### src/verilog/lfsa_pkg.sv
// Contract
// RL1: enable and no fault light ready and power, raise all status outputs, and light emission only under command pulses.
// RL2: without enable, ready, emission and laser permitted are off while the rest stay on.
// RL3: over-temperature flashes ready, darkens emission and lowers permitted and thermal good only.
// RL4: a supply fault blinks power, darkens ready and emission and lowers supply good and permitted only.
// RL5: a pulse-sense or board fault flashes ready and power, darkens emission and lowers permitted only.
// RL6: a coded fault blinks its count, pauses half a second and repeats.
// RL7: faults stay latched until the outside party fixes the cause and cycles power.
// RL8: over-temperature flashes ready, under-, over-voltage and supply-sense blink power 1, 2 and 3 times, a board fault flashes both.
// RL9: a voltage fault needs the condition to last more than 420 ms.
// RL10: enable loss is not latched; ready and permitted return at once with enable.
// RL11: blink on, off and pause times are configurable counts of the system clock.
package lfsa_pkg;

  // ****************************************************************
  // clock and timing
  // ****************************************************************
  localparam int unsigned CLK_HZ        = 10000000;
  localparam int unsigned CNT_W         = 24;
  localparam int unsigned BLINK_ON_MS   = 250;
  localparam int unsigned BLINK_OFF_MS  = 250;
  localparam int unsigned PAUSE_MS      = 500;
  localparam int unsigned VQUAL_MS      = 420;
  localparam int unsigned CMD_HOLD_US   = 1000;
  localparam int unsigned BLINK_ON_CYC  = BLINK_ON_MS * (CLK_HZ / 1000);
  localparam int unsigned BLINK_OFF_CYC = BLINK_OFF_MS * (CLK_HZ / 1000);
  localparam int unsigned PAUSE_CYC     = PAUSE_MS * (CLK_HZ / 1000);
  localparam int unsigned VQUAL_CYC     = VQUAL_MS * (CLK_HZ / 1000);
  localparam int unsigned CMD_HOLD_CYC  = CMD_HOLD_US * (CLK_HZ / 1000000);

  // ****************************************************************
  // blink codes
  // ****************************************************************
  localparam logic [1:0] CODE_FLASH = 2'h0;
  localparam logic [1:0] CODE_UV    = 2'h1;
  localparam logic [1:0] CODE_OV    = 2'h2;
  localparam logic [1:0] CODE_DCS   = 2'h3;

  // ****************************************************************
  // register map (byte addresses)
  // ****************************************************************
  localparam int unsigned ADDR_W       = 4;
  localparam logic [3:0]  OFS_CTRL     = 4'h0;
  localparam logic [3:0]  OFS_STATUS   = 4'h4;
  localparam logic [3:0]  OFS_FAULT    = 4'h8;
  localparam logic [31:0] CTRL_RST     = 32'h0000_0000;
  localparam int unsigned CTRL_LTEST_B = 0;
  localparam int unsigned ST_EN_B      = 0;
  localparam int unsigned ST_CMD_B     = 1;
  localparam int unsigned ST_PERMIT_B  = 2;
  localparam int unsigned ST_TGOOD_B   = 3;
  localparam int unsigned ST_SGOOD_B   = 4;
  localparam int unsigned ST_PWR_B     = 5;
  localparam int unsigned ST_RDY_B     = 6;
  localparam int unsigned ST_EMIT_B    = 7;
  localparam int unsigned FLT_OT_B     = 0;
  localparam int unsigned FLT_UV_B     = 1;
  localparam int unsigned FLT_OV_B     = 2;
  localparam int unsigned FLT_DCS_B    = 3;
  localparam int unsigned FLT_PWM_B    = 4;
  localparam int unsigned NFLT         = 5;

  typedef enum logic [1:0] {
    LFSA_BL_IDLE  = 2'b00,
    LFSA_BL_ON    = 2'b01,
    LFSA_BL_OFF   = 2'b11,
    LFSA_BL_PAUSE = 2'b10
  } lfsa_blink_t;

endpackage

### src/verilog/lfsa_persist.sv
`timescale 1ns/100ps
// flags a level once it has stood for more than hold_cycles cycles
module lfsa_persist #(
  parameter logic [lfsa_pkg::CNT_W-1:0] HOLD_CYC = lfsa_pkg::CNT_W'(lfsa_pkg::VQUAL_CYC)
) (
  input  wire logic core_clk,
  input  wire logic srst,
  input  wire logic level_in,
  output logic      held
);

  logic [lfsa_pkg::CNT_W-1:0] cnt_reg;

  // any gap restarts the count, so short excursions never qualify
  always_ff @(posedge core_clk) begin
    if (srst || !level_in) begin
      cnt_reg <= '0;
    end else if (cnt_reg <= HOLD_CYC) begin
      cnt_reg <= cnt_reg + 1'b1; // RL9
    end
  end

  always_ff @(posedge core_clk) begin
    if (srst) begin
      held <= 1'b0;
    end else begin
      held <= level_in && (cnt_reg > HOLD_CYC); // RL9
    end
  end

endmodule

### src/verilog/lfsa_blinker.sv
`timescale 1ns/100ps
// lamp pattern: code n blinks n times then pauses; code zero flashes without pause
module lfsa_blinker #(
  parameter logic [lfsa_pkg::CNT_W-1:0] ON_CYC    = lfsa_pkg::CNT_W'(lfsa_pkg::BLINK_ON_CYC),
  parameter logic [lfsa_pkg::CNT_W-1:0] OFF_CYC   = lfsa_pkg::CNT_W'(lfsa_pkg::BLINK_OFF_CYC),
  parameter logic [lfsa_pkg::CNT_W-1:0] PAUSE_CYC = lfsa_pkg::CNT_W'(lfsa_pkg::PAUSE_CYC)
) (
  input  wire logic       core_clk,
  input  wire logic       srst,
  input  wire logic       run,
  input  wire logic [1:0] code,
  output logic            lamp
);

  lfsa_pkg::lfsa_blink_t      state_reg;
  logic [lfsa_pkg::CNT_W-1:0] tmr_reg;
  logic [1:0]                 nblk_reg;
  logic                       tmr_done;

  assign tmr_done = (tmr_reg == '0);

  always_ff @(posedge core_clk) begin
    if (srst || !run) begin
      state_reg <= lfsa_pkg::LFSA_BL_IDLE;
      tmr_reg   <= '0;
      nblk_reg  <= '0;
    end else begin
      unique case (state_reg)
        lfsa_pkg::LFSA_BL_IDLE: begin
          state_reg <= lfsa_pkg::LFSA_BL_ON;
          tmr_reg   <= ON_CYC - 1'b1; // RL11
          nblk_reg  <= 2'h1;
        end
        lfsa_pkg::LFSA_BL_ON: begin
          if (tmr_done) begin
            state_reg <= lfsa_pkg::LFSA_BL_OFF;
            tmr_reg   <= OFF_CYC - 1'b1; // RL11
          end else begin
            tmr_reg <= tmr_reg - 1'b1;
          end
        end
        lfsa_pkg::LFSA_BL_OFF: begin
          if (!tmr_done) begin
            tmr_reg <= tmr_reg - 1'b1;
          end else if (code == lfsa_pkg::CODE_FLASH || nblk_reg != code) begin
            state_reg <= lfsa_pkg::LFSA_BL_ON; // RL6
            tmr_reg   <= ON_CYC - 1'b1;
            nblk_reg  <= nblk_reg + 1'b1;
          end else begin
            state_reg <= lfsa_pkg::LFSA_BL_PAUSE;
            tmr_reg   <= PAUSE_CYC - 1'b1; // RL6
          end
        end
        lfsa_pkg::LFSA_BL_PAUSE: begin
          if (tmr_done) begin
            state_reg <= lfsa_pkg::LFSA_BL_ON; // RL6
            tmr_reg   <= ON_CYC - 1'b1;
            nblk_reg  <= 2'h1;
          end else begin
            tmr_reg <= tmr_reg - 1'b1;
          end
        end
      endcase
    end
  end

  assign lamp = (state_reg == lfsa_pkg::LFSA_BL_ON);

endmodule

### src/verilog/lfsa_top.sv
`timescale 1ns/100ps
module lfsa_top #(
  parameter logic [lfsa_pkg::CNT_W-1:0] VQUAL_CYC    = lfsa_pkg::CNT_W'(lfsa_pkg::VQUAL_CYC),
  parameter logic [lfsa_pkg::CNT_W-1:0] ON_CYC       = lfsa_pkg::CNT_W'(lfsa_pkg::BLINK_ON_CYC),
  parameter logic [lfsa_pkg::CNT_W-1:0] OFF_CYC      = lfsa_pkg::CNT_W'(lfsa_pkg::BLINK_OFF_CYC),
  parameter logic [lfsa_pkg::CNT_W-1:0] PAUSE_CYC    = lfsa_pkg::CNT_W'(lfsa_pkg::PAUSE_CYC),
  parameter logic [lfsa_pkg::CNT_W-1:0] CMD_HOLD_CYC = lfsa_pkg::CNT_W'(lfsa_pkg::CMD_HOLD_CYC)
) (
  input  wire logic                        core_clk,
  input  wire logic                        srst,
  // pins from the machine side and the fault detectors
  input  wire logic                        laser_enable,
  input  wire logic                        cmd_pulse,
  input  wire logic                        overtemp_det,
  input  wire logic                        undervolt_det,
  input  wire logic                        overvolt_det,
  input  wire logic                        dcsense_det,
  input  wire logic                        pwmsense_det,
  // lamps
  output logic                             power_lamp,
  output logic                             ready_lamp,
  output logic                             emission_lamp,
  // status outputs
  output logic                             laser_permitted,
  output logic                             thermal_good,
  output logic                             supply_good,
  // avalon-mm slave
  input  wire logic [lfsa_pkg::ADDR_W-1:0] avs_address,
  input  wire logic                        avs_read,
  input  wire logic                        avs_write,
  input  wire logic [31:0]                 avs_writedata,
  input  wire logic [3:0]                  avs_byteenable,
  output logic [31:0]                      avs_readdata,
  output logic                             avs_waitrequest
);

  // ****************************************************************
  // input synchronisers
  // ****************************************************************
  localparam int unsigned NSYNC = 7;

  logic [NSYNC-1:0] pin_raw;
  logic [NSYNC-1:0] sync1_reg;
  logic [NSYNC-1:0] sync2_reg;

  assign pin_raw = {pwmsense_det, dcsense_det, overvolt_det, undervolt_det,
                    overtemp_det, cmd_pulse, laser_enable};

  genvar gi;
  generate
    for (gi = 0; gi < NSYNC; gi++) begin : g_sync
      always_ff @(posedge core_clk) begin
        if (srst) begin
          sync1_reg[gi] <= 1'b0;
          sync2_reg[gi] <= 1'b0;
        end else begin
          sync1_reg[gi] <= pin_raw[gi];
          sync2_reg[gi] <= sync1_reg[gi];
        end
      end
    end
  endgenerate

  logic en_s;
  logic cmd_s;
  logic ot_s;
  logic uv_s;
  logic ov_s;
  logic dcs_s;
  logic pwm_s;

  assign en_s  = sync2_reg[0];
  assign cmd_s = sync2_reg[1];
  assign ot_s  = sync2_reg[2];
  assign uv_s  = sync2_reg[3];
  assign ov_s  = sync2_reg[4];
  assign dcs_s = sync2_reg[5];
  assign pwm_s = sync2_reg[6];

  // ****************************************************************
  // command pulse activity
  // ****************************************************************
  // retriggerable hold: any rising command edge keeps emission lit for the hold time,
  // so a command held high keeps it lit for one hold time only
  logic                       cmd_d_reg;
  logic [lfsa_pkg::CNT_W-1:0] cmd_tmr_reg;
  logic                       cmd_active;

  always_ff @(posedge core_clk) begin
    if (srst) begin
      cmd_d_reg   <= 1'b0;
      cmd_tmr_reg <= '0;
    end else begin
      cmd_d_reg <= cmd_s;
      if (cmd_s && !cmd_d_reg) begin
        cmd_tmr_reg <= CMD_HOLD_CYC; // RL1
      end else if (cmd_tmr_reg != '0) begin
        cmd_tmr_reg <= cmd_tmr_reg - 1'b1;
      end
    end
  end

  assign cmd_active = (cmd_tmr_reg != '0);

  // ****************************************************************
  // supply persistence qualification
  // ****************************************************************
  logic uv_held;
  logic ov_held;

  lfsa_persist #(
    .HOLD_CYC (VQUAL_CYC)
  ) u_uv_persist (
    .core_clk (core_clk),
    .srst     (srst),
    .level_in (uv_s),
    .held     (uv_held)
  );

  lfsa_persist #(
    .HOLD_CYC (VQUAL_CYC)
  ) u_ov_persist (
    .core_clk (core_clk),
    .srst     (srst),
    .level_in (ov_s),
    .held     (ov_held)
  );

  // ****************************************************************
  // fault latches
  // ****************************************************************
  // only the power-on reset clears these; the detector going quiet is not enough
  logic [lfsa_pkg::NFLT-1:0] flt_reg;
  logic [lfsa_pkg::NFLT-1:0] flt_set;

  assign flt_set = {pwm_s, dcs_s, ov_held, uv_held, ot_s};

  always_ff @(posedge core_clk) begin
    if (srst) begin
      flt_reg <= '0;
    end else begin
      flt_reg <= flt_reg | flt_set; // RL7
    end
  end

  logic f_ot;
  logic f_uv;
  logic f_ov;
  logic f_dcs;
  logic f_pwm;
  logic f_supply;

  assign f_ot     = flt_reg[lfsa_pkg::FLT_OT_B];
  assign f_uv     = flt_reg[lfsa_pkg::FLT_UV_B];
  assign f_ov     = flt_reg[lfsa_pkg::FLT_OV_B];
  assign f_dcs    = flt_reg[lfsa_pkg::FLT_DCS_B];
  assign f_pwm    = flt_reg[lfsa_pkg::FLT_PWM_B];
  assign f_supply = f_uv | f_ov | f_dcs;

  // ****************************************************************
  // blink pattern generators
  // ****************************************************************
  // with several supply faults the highest code wins, one pattern at a time
  logic [1:0] pwr_code;
  logic       pwr_pat;
  logic       flash_pat;

  always_comb begin
    if (f_dcs) begin
      pwr_code = lfsa_pkg::CODE_DCS; // RL8
    end else if (f_ov) begin
      pwr_code = lfsa_pkg::CODE_OV; // RL8
    end else begin
      pwr_code = lfsa_pkg::CODE_UV; // RL8
    end
  end

  lfsa_blinker #(
    .ON_CYC    (ON_CYC),
    .OFF_CYC   (OFF_CYC),
    .PAUSE_CYC (PAUSE_CYC)
  ) u_pwr_blink (
    .core_clk (core_clk),
    .srst     (srst),
    .run      (f_supply),
    .code     (pwr_code),
    .lamp     (pwr_pat)
  );

  // one shared flasher keeps ready and power in phase for the board fault
  lfsa_blinker #(
    .ON_CYC    (ON_CYC),
    .OFF_CYC   (OFF_CYC),
    .PAUSE_CYC (PAUSE_CYC)
  ) u_flash_blink (
    .core_clk (core_clk),
    .srst     (srst),
    .run      (f_ot | f_pwm),
    .code     (lfsa_pkg::CODE_FLASH),
    .lamp     (flash_pat)
  );

  // ****************************************************************
  // lamp and status outputs
  // ****************************************************************
  logic ctrl_ltest;
  logic any_fault;

  assign any_fault = |flt_reg;

  always_ff @(posedge core_clk) begin
    if (srst) begin
      power_lamp <= 1'b0;
    end else if (ctrl_ltest) begin
      power_lamp <= 1'b1;
    end else if (f_supply) begin
      power_lamp <= pwr_pat; // RL4
    end else if (f_pwm) begin
      power_lamp <= flash_pat; // RL5
    end else begin
      power_lamp <= 1'b1; // RL1 RL2 RL3
    end
  end

  always_ff @(posedge core_clk) begin
    if (srst) begin
      ready_lamp <= 1'b0;
    end else if (ctrl_ltest) begin
      ready_lamp <= 1'b1;
    end else if (f_supply) begin
      ready_lamp <= 1'b0; // RL4
    end else if (f_ot || f_pwm) begin
      ready_lamp <= flash_pat; // RL3 RL5
    end else begin
      ready_lamp <= en_s; // RL1 RL2 RL10
    end
  end

  always_ff @(posedge core_clk) begin
    if (srst) begin
      emission_lamp <= 1'b0;
    end else if (ctrl_ltest) begin
      emission_lamp <= 1'b1;
    end else begin
      emission_lamp <= en_s && !any_fault && cmd_active; // RL1 RL2 RL3 RL4 RL5
    end
  end

  always_ff @(posedge core_clk) begin
    if (srst) begin
      laser_permitted <= 1'b0;
      thermal_good    <= 1'b0;
      supply_good     <= 1'b0;
    end else begin
      laser_permitted <= en_s && !any_fault; // RL1 RL2 RL3 RL4 RL5 RL10
      thermal_good    <= !f_ot; // RL3
      supply_good     <= !f_supply; // RL4
    end
  end

  // ****************************************************************
  // register slave
  // ****************************************************************
  // one wait cycle per access: waitrequest drops for exactly one cycle
  logic [31:0] ctrl_reg;
  logic [31:0] rd_mux;
  logic        acc_req;

  assign acc_req    = avs_read | avs_write;
  assign ctrl_ltest = ctrl_reg[lfsa_pkg::CTRL_LTEST_B];

  always_comb begin
    rd_mux = 32'h0000_0000;
    unique case (avs_address)
      lfsa_pkg::OFS_CTRL: begin
        rd_mux = ctrl_reg;
      end
      lfsa_pkg::OFS_STATUS: begin
        rd_mux[lfsa_pkg::ST_EN_B]     = en_s;
        rd_mux[lfsa_pkg::ST_CMD_B]    = cmd_active;
        rd_mux[lfsa_pkg::ST_PERMIT_B] = laser_permitted;
        rd_mux[lfsa_pkg::ST_TGOOD_B]  = thermal_good;
        rd_mux[lfsa_pkg::ST_SGOOD_B]  = supply_good;
        rd_mux[lfsa_pkg::ST_PWR_B]    = power_lamp;
        rd_mux[lfsa_pkg::ST_RDY_B]    = ready_lamp;
        rd_mux[lfsa_pkg::ST_EMIT_B]   = emission_lamp;
      end
      lfsa_pkg::OFS_FAULT: begin
        rd_mux[lfsa_pkg::NFLT-1:0] = flt_reg;
      end
      default: begin
        rd_mux = 32'h0000_0000;
      end
    endcase
  end

  always_ff @(posedge core_clk) begin
    if (srst) begin
      avs_waitrequest <= 1'b1;
      avs_readdata    <= 32'h0000_0000;
    end else if (acc_req && avs_waitrequest) begin
      avs_waitrequest <= 1'b0;
      avs_readdata    <= avs_read ? rd_mux : 32'h0000_0000;
    end else begin
      avs_waitrequest <= 1'b1;
    end
  end

  // the write lands on the edge where the master sees waitrequest low
  always_ff @(posedge core_clk) begin
    if (srst) begin
      ctrl_reg <= lfsa_pkg::CTRL_RST;
    end else if (avs_write && !avs_waitrequest && avs_address == lfsa_pkg::OFS_CTRL
                 && avs_byteenable[0]) begin
      ctrl_reg[0] <= avs_writedata[lfsa_pkg::CTRL_LTEST_B];
    end
  end

endmodule

### config.mk
export PLATFORM = sky130hd
export DESIGN_NAME = lfsa_top
export DESIGN_NICKNAME = d
export VERILOG_FILES = /design/src/verilog/lfsa_pkg.sv /design/src/verilog/lfsa_persist.sv /design/src/verilog/lfsa_blinker.sv /design/src/verilog/lfsa_top.sv
export SDC_FILE = /design/constraint.sdc
export NUM_CORES = 1
export LEC_CHECK = 0
export ABC_AREA = 1
export ABC_CLOCK_PERIOD_IN_PS = 1920
export BUFFER_PORTS_ARGS = -buffer_cell sky130_fd_sc_hd__buf_2
export CORE_MARGIN = 2
export CORE_UTILIZATION = 60
export DETAILED_ROUTE_END_ITERATION = 10
export HOLD_SLACK_MARGIN = 0.03
export PLACE_DENSITY = 0.81
export REMOVE_ABC_BUFFERS = 1
export SLEW_MARGIN = 30
export SYNTH_ARGS = -nofsm -noshare
export SYNTH_HDL_FRONTEND = slang
export SYNTH_SLANG_ARGS = --single-unit
### constraint.sdc
create_clock -name core_clk -period 1.92 [get_ports core_clk]
set_input_delay 0.576 -clock core_clk [delete_from_list [all_inputs] [get_ports core_clk]]
set_output_delay 0.576 -clock core_clk [all_outputs]
set_load 0.05 [all_outputs]
# Yosys cells after proc, flatten, opt, wreduce, memory -nomap -nowiden
# Cells that the tools add are included.
dict set report word_totals {
  output_inout_bits 39
  in_bits 51
  regBits 188
  word_cells 138
}
dict set report classes {
  n_addsub 6
  n_reduce_logical 40
  order_cmp 4
  n_bitwise 5
  muxes 32
  eq_ne 15
}
# op count
set ops {}
lappend ops {{two-way mux 24 bit} 3}
lappend ops {{case mux 24 bit (3 select lines)} 1}
lappend ops {{subtractor 24 x 1 -> 24 bit (second input constant)} 3}
lappend ops {{adder 24 x 1 -> 24 bit (second input constant)} 2}
lappend ops {{> comparator 24 x 23 -> 1 bit (second input constant)} 2}
lappend ops {{less-or-equal comparator 24 x 23 -> 1 bit (second input constant)} 2}
lappend ops {{logical NOT 24 bit} 2}
lappend ops {{case mux 24 bit (2 select lines)} 1}
lappend ops {{two-way mux 14 bit} 2}
lappend ops {{nonzero test 24 bit} 1}
lappend ops {{two-way mux 23 bit} 1}
lappend ops {{two-way mux 2 bit} 10}
lappend ops {{case mux 5 bit (3 select lines)} 1}
lappend ops {{!= test 2 x 1 -> 1 bit (second input constant)} 6}
lappend ops {{case mux 2 bit (3 select lines)} 2}
lappend ops {{logical AND 1 bit} 9}
lappend ops {{equality test 2 bit (second input constant)} 4}
lappend ops {{logical NOT 1 bit} 8}
lappend ops {{two-way mux 1 bit} 8}
lappend ops {{two-way mux 8 bit} 1}
lappend ops {{case mux 2 bit (4 select lines)} 1}
lappend ops {{logical NOT 2 bit} 3}
lappend ops {{logical OR 1 bit} 6}
lappend ops {{OR reduction 2 bit} 3}
lappend ops {{16 further kinds} 20}

# Longest topological paths before layout
dict set report logic_depth {
  ltp_word 7
  depth_mapped 11
  depth_no_buf 11
}

# By module
# Synthesis repeated with hierarchy kept, for this count alone.
dict set report hier_totals {
  hier_cells 1517
  hier_area_um2 10154.7
}
# mod seq_area_each_um2 instances area_per_inst_um2 cells_per_inst
set by_module_without_submodules {}
lappend by_module_without_submodules {lfsa_persist 500.5 2 1844.3 302}
lappend by_module_without_submodules {lfsa_top 1201.2 1 2831.5 393}
lappend by_module_without_submodules {{lfsa_blinker at u_pwr_blink} 560.5 1 1825.5 264}
lappend by_module_without_submodules {{lfsa_blinker at u_flash_blink} 560.5 1 1809.2 256}

# Worst setup path before layout
# Ideal clock, no wire load.
dict set report synth_timing {
  path_type {input to register}
  start {input port srst}
  end {register u_pwr_blink.tmr_reg[23] (netlist bit)}
  stages 8
  arrival_time_ns 1.493
  setup_ns 0.070
  required_ns 1.850
  n_path_buf 1
  slack_ns 0.357
  path_cell_list {buf_2 inv_2 nand2_1 nor3_2 nand2_2 inv_2 o21ai_0 a21oi_1}
}
dict set report synth_between {
  elab_chain_len 1
}
# item line
set synth_rtl {}
lappend synth_rtl {{start, declared} lfsa_top.sv:10} ;# input wire logic srst,
lappend synth_rtl {{logical OR 1 bit} lfsa_blinker.sv:23} ;# if (srst || !run) begin
lappend synth_rtl {{end signal, assigned} lfsa_blinker.sv:31} ;# tmr_reg <= ON_CYC - 1'b1;
lappend synth_rtl {{end signal, assigned} lfsa_blinker.sv:37} ;# tmr_reg <= OFF_CYC - 1'b1;
lappend synth_rtl {{end signal, assigned} lfsa_blinker.sv:39} ;# tmr_reg <= tmr_reg - 1'b1;
lappend synth_rtl {{end, declared} lfsa_blinker.sv:16} ;# logic [lfsa_pkg::CNT_W-1:0] tmr_reg;
# Every way passes these cells.
# A chain may end at the register's enable or synchronous reset.

# Final worst setup path
dict set report layout_timing {
  start {register u_flash_blink.tmr_reg[9] (netlist bit)}
  end {register u_flash_blink.tmr_reg[5] (netlist bit)}
}
dict set report layout_between {
  elab_chain_len 3
}
# item line
set layout_rtl {}
lappend layout_rtl {{start, declared} lfsa_blinker.sv:16}
lappend layout_rtl {{start signal, assigned} lfsa_blinker.sv:31}
lappend layout_rtl {{start signal, assigned} lfsa_blinker.sv:37}
lappend layout_rtl {{start signal, assigned} lfsa_blinker.sv:39}
lappend layout_rtl {{logical NOT 24 bit} lfsa_blinker.sv:20} ;# assign tmr_done = (tmr_reg == '0);
lappend layout_rtl {{two-way mux 24 bit} lfsa_blinker.sv:43} ;# if (!tmr_done) begin
lappend layout_rtl {{case mux 24 bit (2 select lines)} lfsa_blinker.sv:28} ;# unique case (state_reg)
# Every way passes these cells.

==> results.json <==
{
  "outcome": "complete, no violations",
  "vdd_ir_drop_max_mv": 0.658,
  "grt_pass1_wl_um": 33700,
  "synth-seq-cells": 164,
  "place_ws_ns": 0.198,
  "area_growth_pct": 10.3,
  "dpl_cell_area_mm2": 0.00925,
  "wl_per_cell_um": 12.3,
  "clock_path_buffers": 2,
  "cts_tree": "built",
  "routed_wl_um": 19700,
  "post-route-min-period_ns": 1.72,
  "dieArea_mm2": 0.0160,
  "io_pins": 90,
  "netlist_instances": 1365,
  "cp-end-kind": "flop",
  "yosysWarnings": 0,
  "core_area_mm2": 0.0146,
  "clock-sinks": 164,
  "hold_start": "overvolt_det",
  "finalSetupTns_ns": 0,
  "rows": 44,
  "hpwlAfterDp_um": 13900,
  "synth-edff-count": 0,
  "cts-resized-gates": 0,
  "overflow": 0,
  "start_util_pct": 61.8,
  "p_clk_share_pct": 36.5,
  "cp_top_family": "simple AND/OR/NAND/NOR gates",
  "drt_pre_antenna_iters": 5,
  "hold_ws_ns": 0.359,
  "rsz0062_at_grt": "no",
  "holdPathEnd": "sync1_reg[4]$_SDFF_PP0_",
  "path_clk_slew_ns": 0.07,
  "setup_slack_ns": 0.197,
  "p_per_area_mw_per_mm2": 1090,
  "drv_slew": 0,
  "reg2reg_from": "u_flash_blink.tmr_reg[9]$_SDFF_PP0_",
  "cpMostUsedCell": "nand2_2",
  "layout.nets": 1466,
  "antenna_found_initial": 0,
  "critical_path_buf_inv_count": 1,
  "rr_worst_depth": 8,
  "p_sw_share_pct": 33.1,
  "syn_area_mm2": 0.00902,
  "synthDistinctLibCells": 34,
  "net-switching-power_mw": 3.60,
  "worstSetupStartpointType": "flop",
  "p_leak_nw": 4.37,
  "drc": 0,
  "p_int_mw": 7.27,
  "p_total_mw": 10.9,
  "avgViaCountPerCell": 5.25,
  "fin_area_mm2": 0.00995,
  "setup_viol": 0,
  "holdPathStages": 3,
  "vias": 8384,
  "cts_setup_buffers": 0,
  "worstPathArrival_ns": 2.03,
  "die_w_um": 127,
  "finalHoldViolations": 0,
  "drive_gt1_share_pct": 8.56,
  "grt_pass1_vias": 7666,
  "ys_async_sr_fraction_pct": 0,
  "place_inst": 1566,
  "antenna_cells": 0,
  "max-cap-violations": 0,
  "cpPeakStageDelay_ns": 0.33,
  "fin_util_pct": 68.2,
  "combPwrFrac_pct": 27.6,
  "avgSynthCellArea_um2": 6.61,
  "crit_slowest_cell": "dfxtp_1",
  "max_freq_mhz": 580,
  "drt_iter0_drc": 668,
  "clkLatencyLatePin_ns": 0.42,
  "grt_usage_pct": 24.9,
  "cp_data_required_time_ns": 2.22,
  "path_class": "reg -> reg",
  "root_buffer": "clkbuf_16",
  "seq_power_share_pct": 35.9,
  "place.port_buffers": 31,
  "stdcell_count": 1598,
  "path_cells": "nor2_1 > nand2_1 > nor2_2 > nand4_1 > nand2_2 > inv_2 > nand2_2 > a21oi_1",
  "place.gp.congestion": 0.915,
  "postRouteAntennaNets": 0,
  "htree_num_levels": 4,
  "finalClockSkew_ns": 0.00759,
  "synth_ff_type": "dfxtp_1",
  "path_max_fanout": 12,
  "postCtsHoldBufs": 0,
  "r2r-end": "u_flash_blink.tmr_reg[5]$_SDFF_PP0_",
  "r2r_slack_ns": 0.20,
  "cts_buffers": 17,
  "finalCritPeriodShare_pct": 89.7,
  "hold_class": "in -> reg",
  "grt_max_degree": 26,
  "die_height_um": 127,
  "ys_seq_area_share_pct": 36.4
}
cells in the mapped netlist (3+ instances only):
master    count  area share, %
nor3_1        8           0.44
nor2_2       11           0.76
ha_1         14            1.9
clkbuf_1     12           0.50
buf_2         6           0.33
nor2_1      262             11
a21oi_1      97            5.4
buf_6         7           0.87
o21ai_0      25            1.4
buf_4        25            2.1
inv_2         5           0.21
xnor2_1      21            2.0
nand2_1     336             14
nand3_2       5           0.55
nand4_1      21            1.5
inv_1       129            5.4
or2_2         5           0.35
nand3_1     123            6.8
dfxtp_1     164             36
nor2_4        4           0.50
nand3b_1     14            1.2
xor2_1       47            4.6
nand2_2       7           0.49
a31oi_1       3           0.21
tightest hold or removal path: stages:
cell	delay [ns]
buf_2	0.08
inv_1	0.03
nor2_1	0.06
how the worst max path moves through the flow:
stage,startpoint,endpoint,cells past startpoint
2_1_floorplan,u_uv_persist.cnt_reg[0]$_SDFFE_PP0P_,u_uv_persist.cnt_reg[0]$_SDFFE_PP0P_,9
3_3_place_gp,u_flash_blink.tmr_reg[11]$_SDFF_PP0_,u_flash_blink.tmr_reg[22]$_SDFF_PP0_,8
3_5_place_dp,avs_address[1],avs_readdata[3]$_SDFFE_PP0P_,8
4_1_cts,u_uv_persist.cnt_reg[0]$_SDFFE_PP0P_,u_uv_persist.cnt_reg[22]$_SDFFE_PP0P_,9
5_1_grt,u_uv_persist.cnt_reg[0]$_SDFFE_PP0P_,u_uv_persist.cnt_reg[22]$_SDFFE_PP0P_,9
6_report,u_flash_blink.tmr_reg[9]$_SDFF_PP0_,u_flash_blink.tmr_reg[5]$_SDFF_PP0_,8
per-layer routing:
layer  vias to the layer above  global-route usage (%)  wire length (um)
li1                       4352                       -                 -
met1                      3822                    33.1              9310
met2                       194                    41.5              9330
met3                        16                    5.19               882
met4                         0                    6.59               153
met5                         -                       0                 0
logic make-up (layout without fill, tap and decap cells):
| logic type | Yosys count | in the layout | synth area share, % |
|---|---|---|---|
| AOI/OAI and AO/OA | 130 | 130 | 7.35 |
| buffers and inverters | 187 | 213 | 9.49 |
| adders and majority gates | 14 | 14 | 1.94 |
| other | 1 | 24 | 0.0416 |
| DFF | 164 | 164 | 36.4 |
| xor gates and xnor gates | 68 | 68 | 6.60 |
| and+or+nand+nor | 801 | 801 | 38.2 |
cells in the final DEF (no fill, tap or decap), types with 2 or more instances in the layout:
master,count
nor2_4,4
nand4_1,21
inv_1,129
nor2_2,11
clkinv_4,3
a31oi_1,3
clkbuf_8,2
inv_2,5
buf_2,31
or2_2,5
inv_8,2
nand3b_1,14
bufinv_16,6
xor2_1,47
ha_1,14
nand3_4,2
xnor2_1,21
nor3_1,8
o21ai_1,2
buf_4,15
nand3_1,123
clkbuf_16,17
dfxtp_1,164
nand2_2,7
nand3_2,5
a21oi_1,97
conb_1,24
nor3_2,2
o21ai_0,25
nor2_1,262
nand2_1,336
area by class of cell:
class	count	area, um^2
clock buffer	19	453
clock inverter	13	245
fill	1246	4640
inverter	135	507
multi-input combinational	1037	4970
sequential	164	3280
tap	184	230
timing repair buffer	46	268
power by group through the flow:
stage | logic, mW | clock network, mW | registers [mW]
final | 3.00 | 3.96 | 3.90
after detailed placement | 2.91 | 0 | 3.96
after global routing | 3.41 | 4.15 | 3.93
after global placement | 2.86 | 0 | 3.96
after CTS | 2.97 | 4.01 | 3.90
after floorplan | 2.34 | 0 | 3.95
Note: power is estimated with default switching activity, not from simulation.
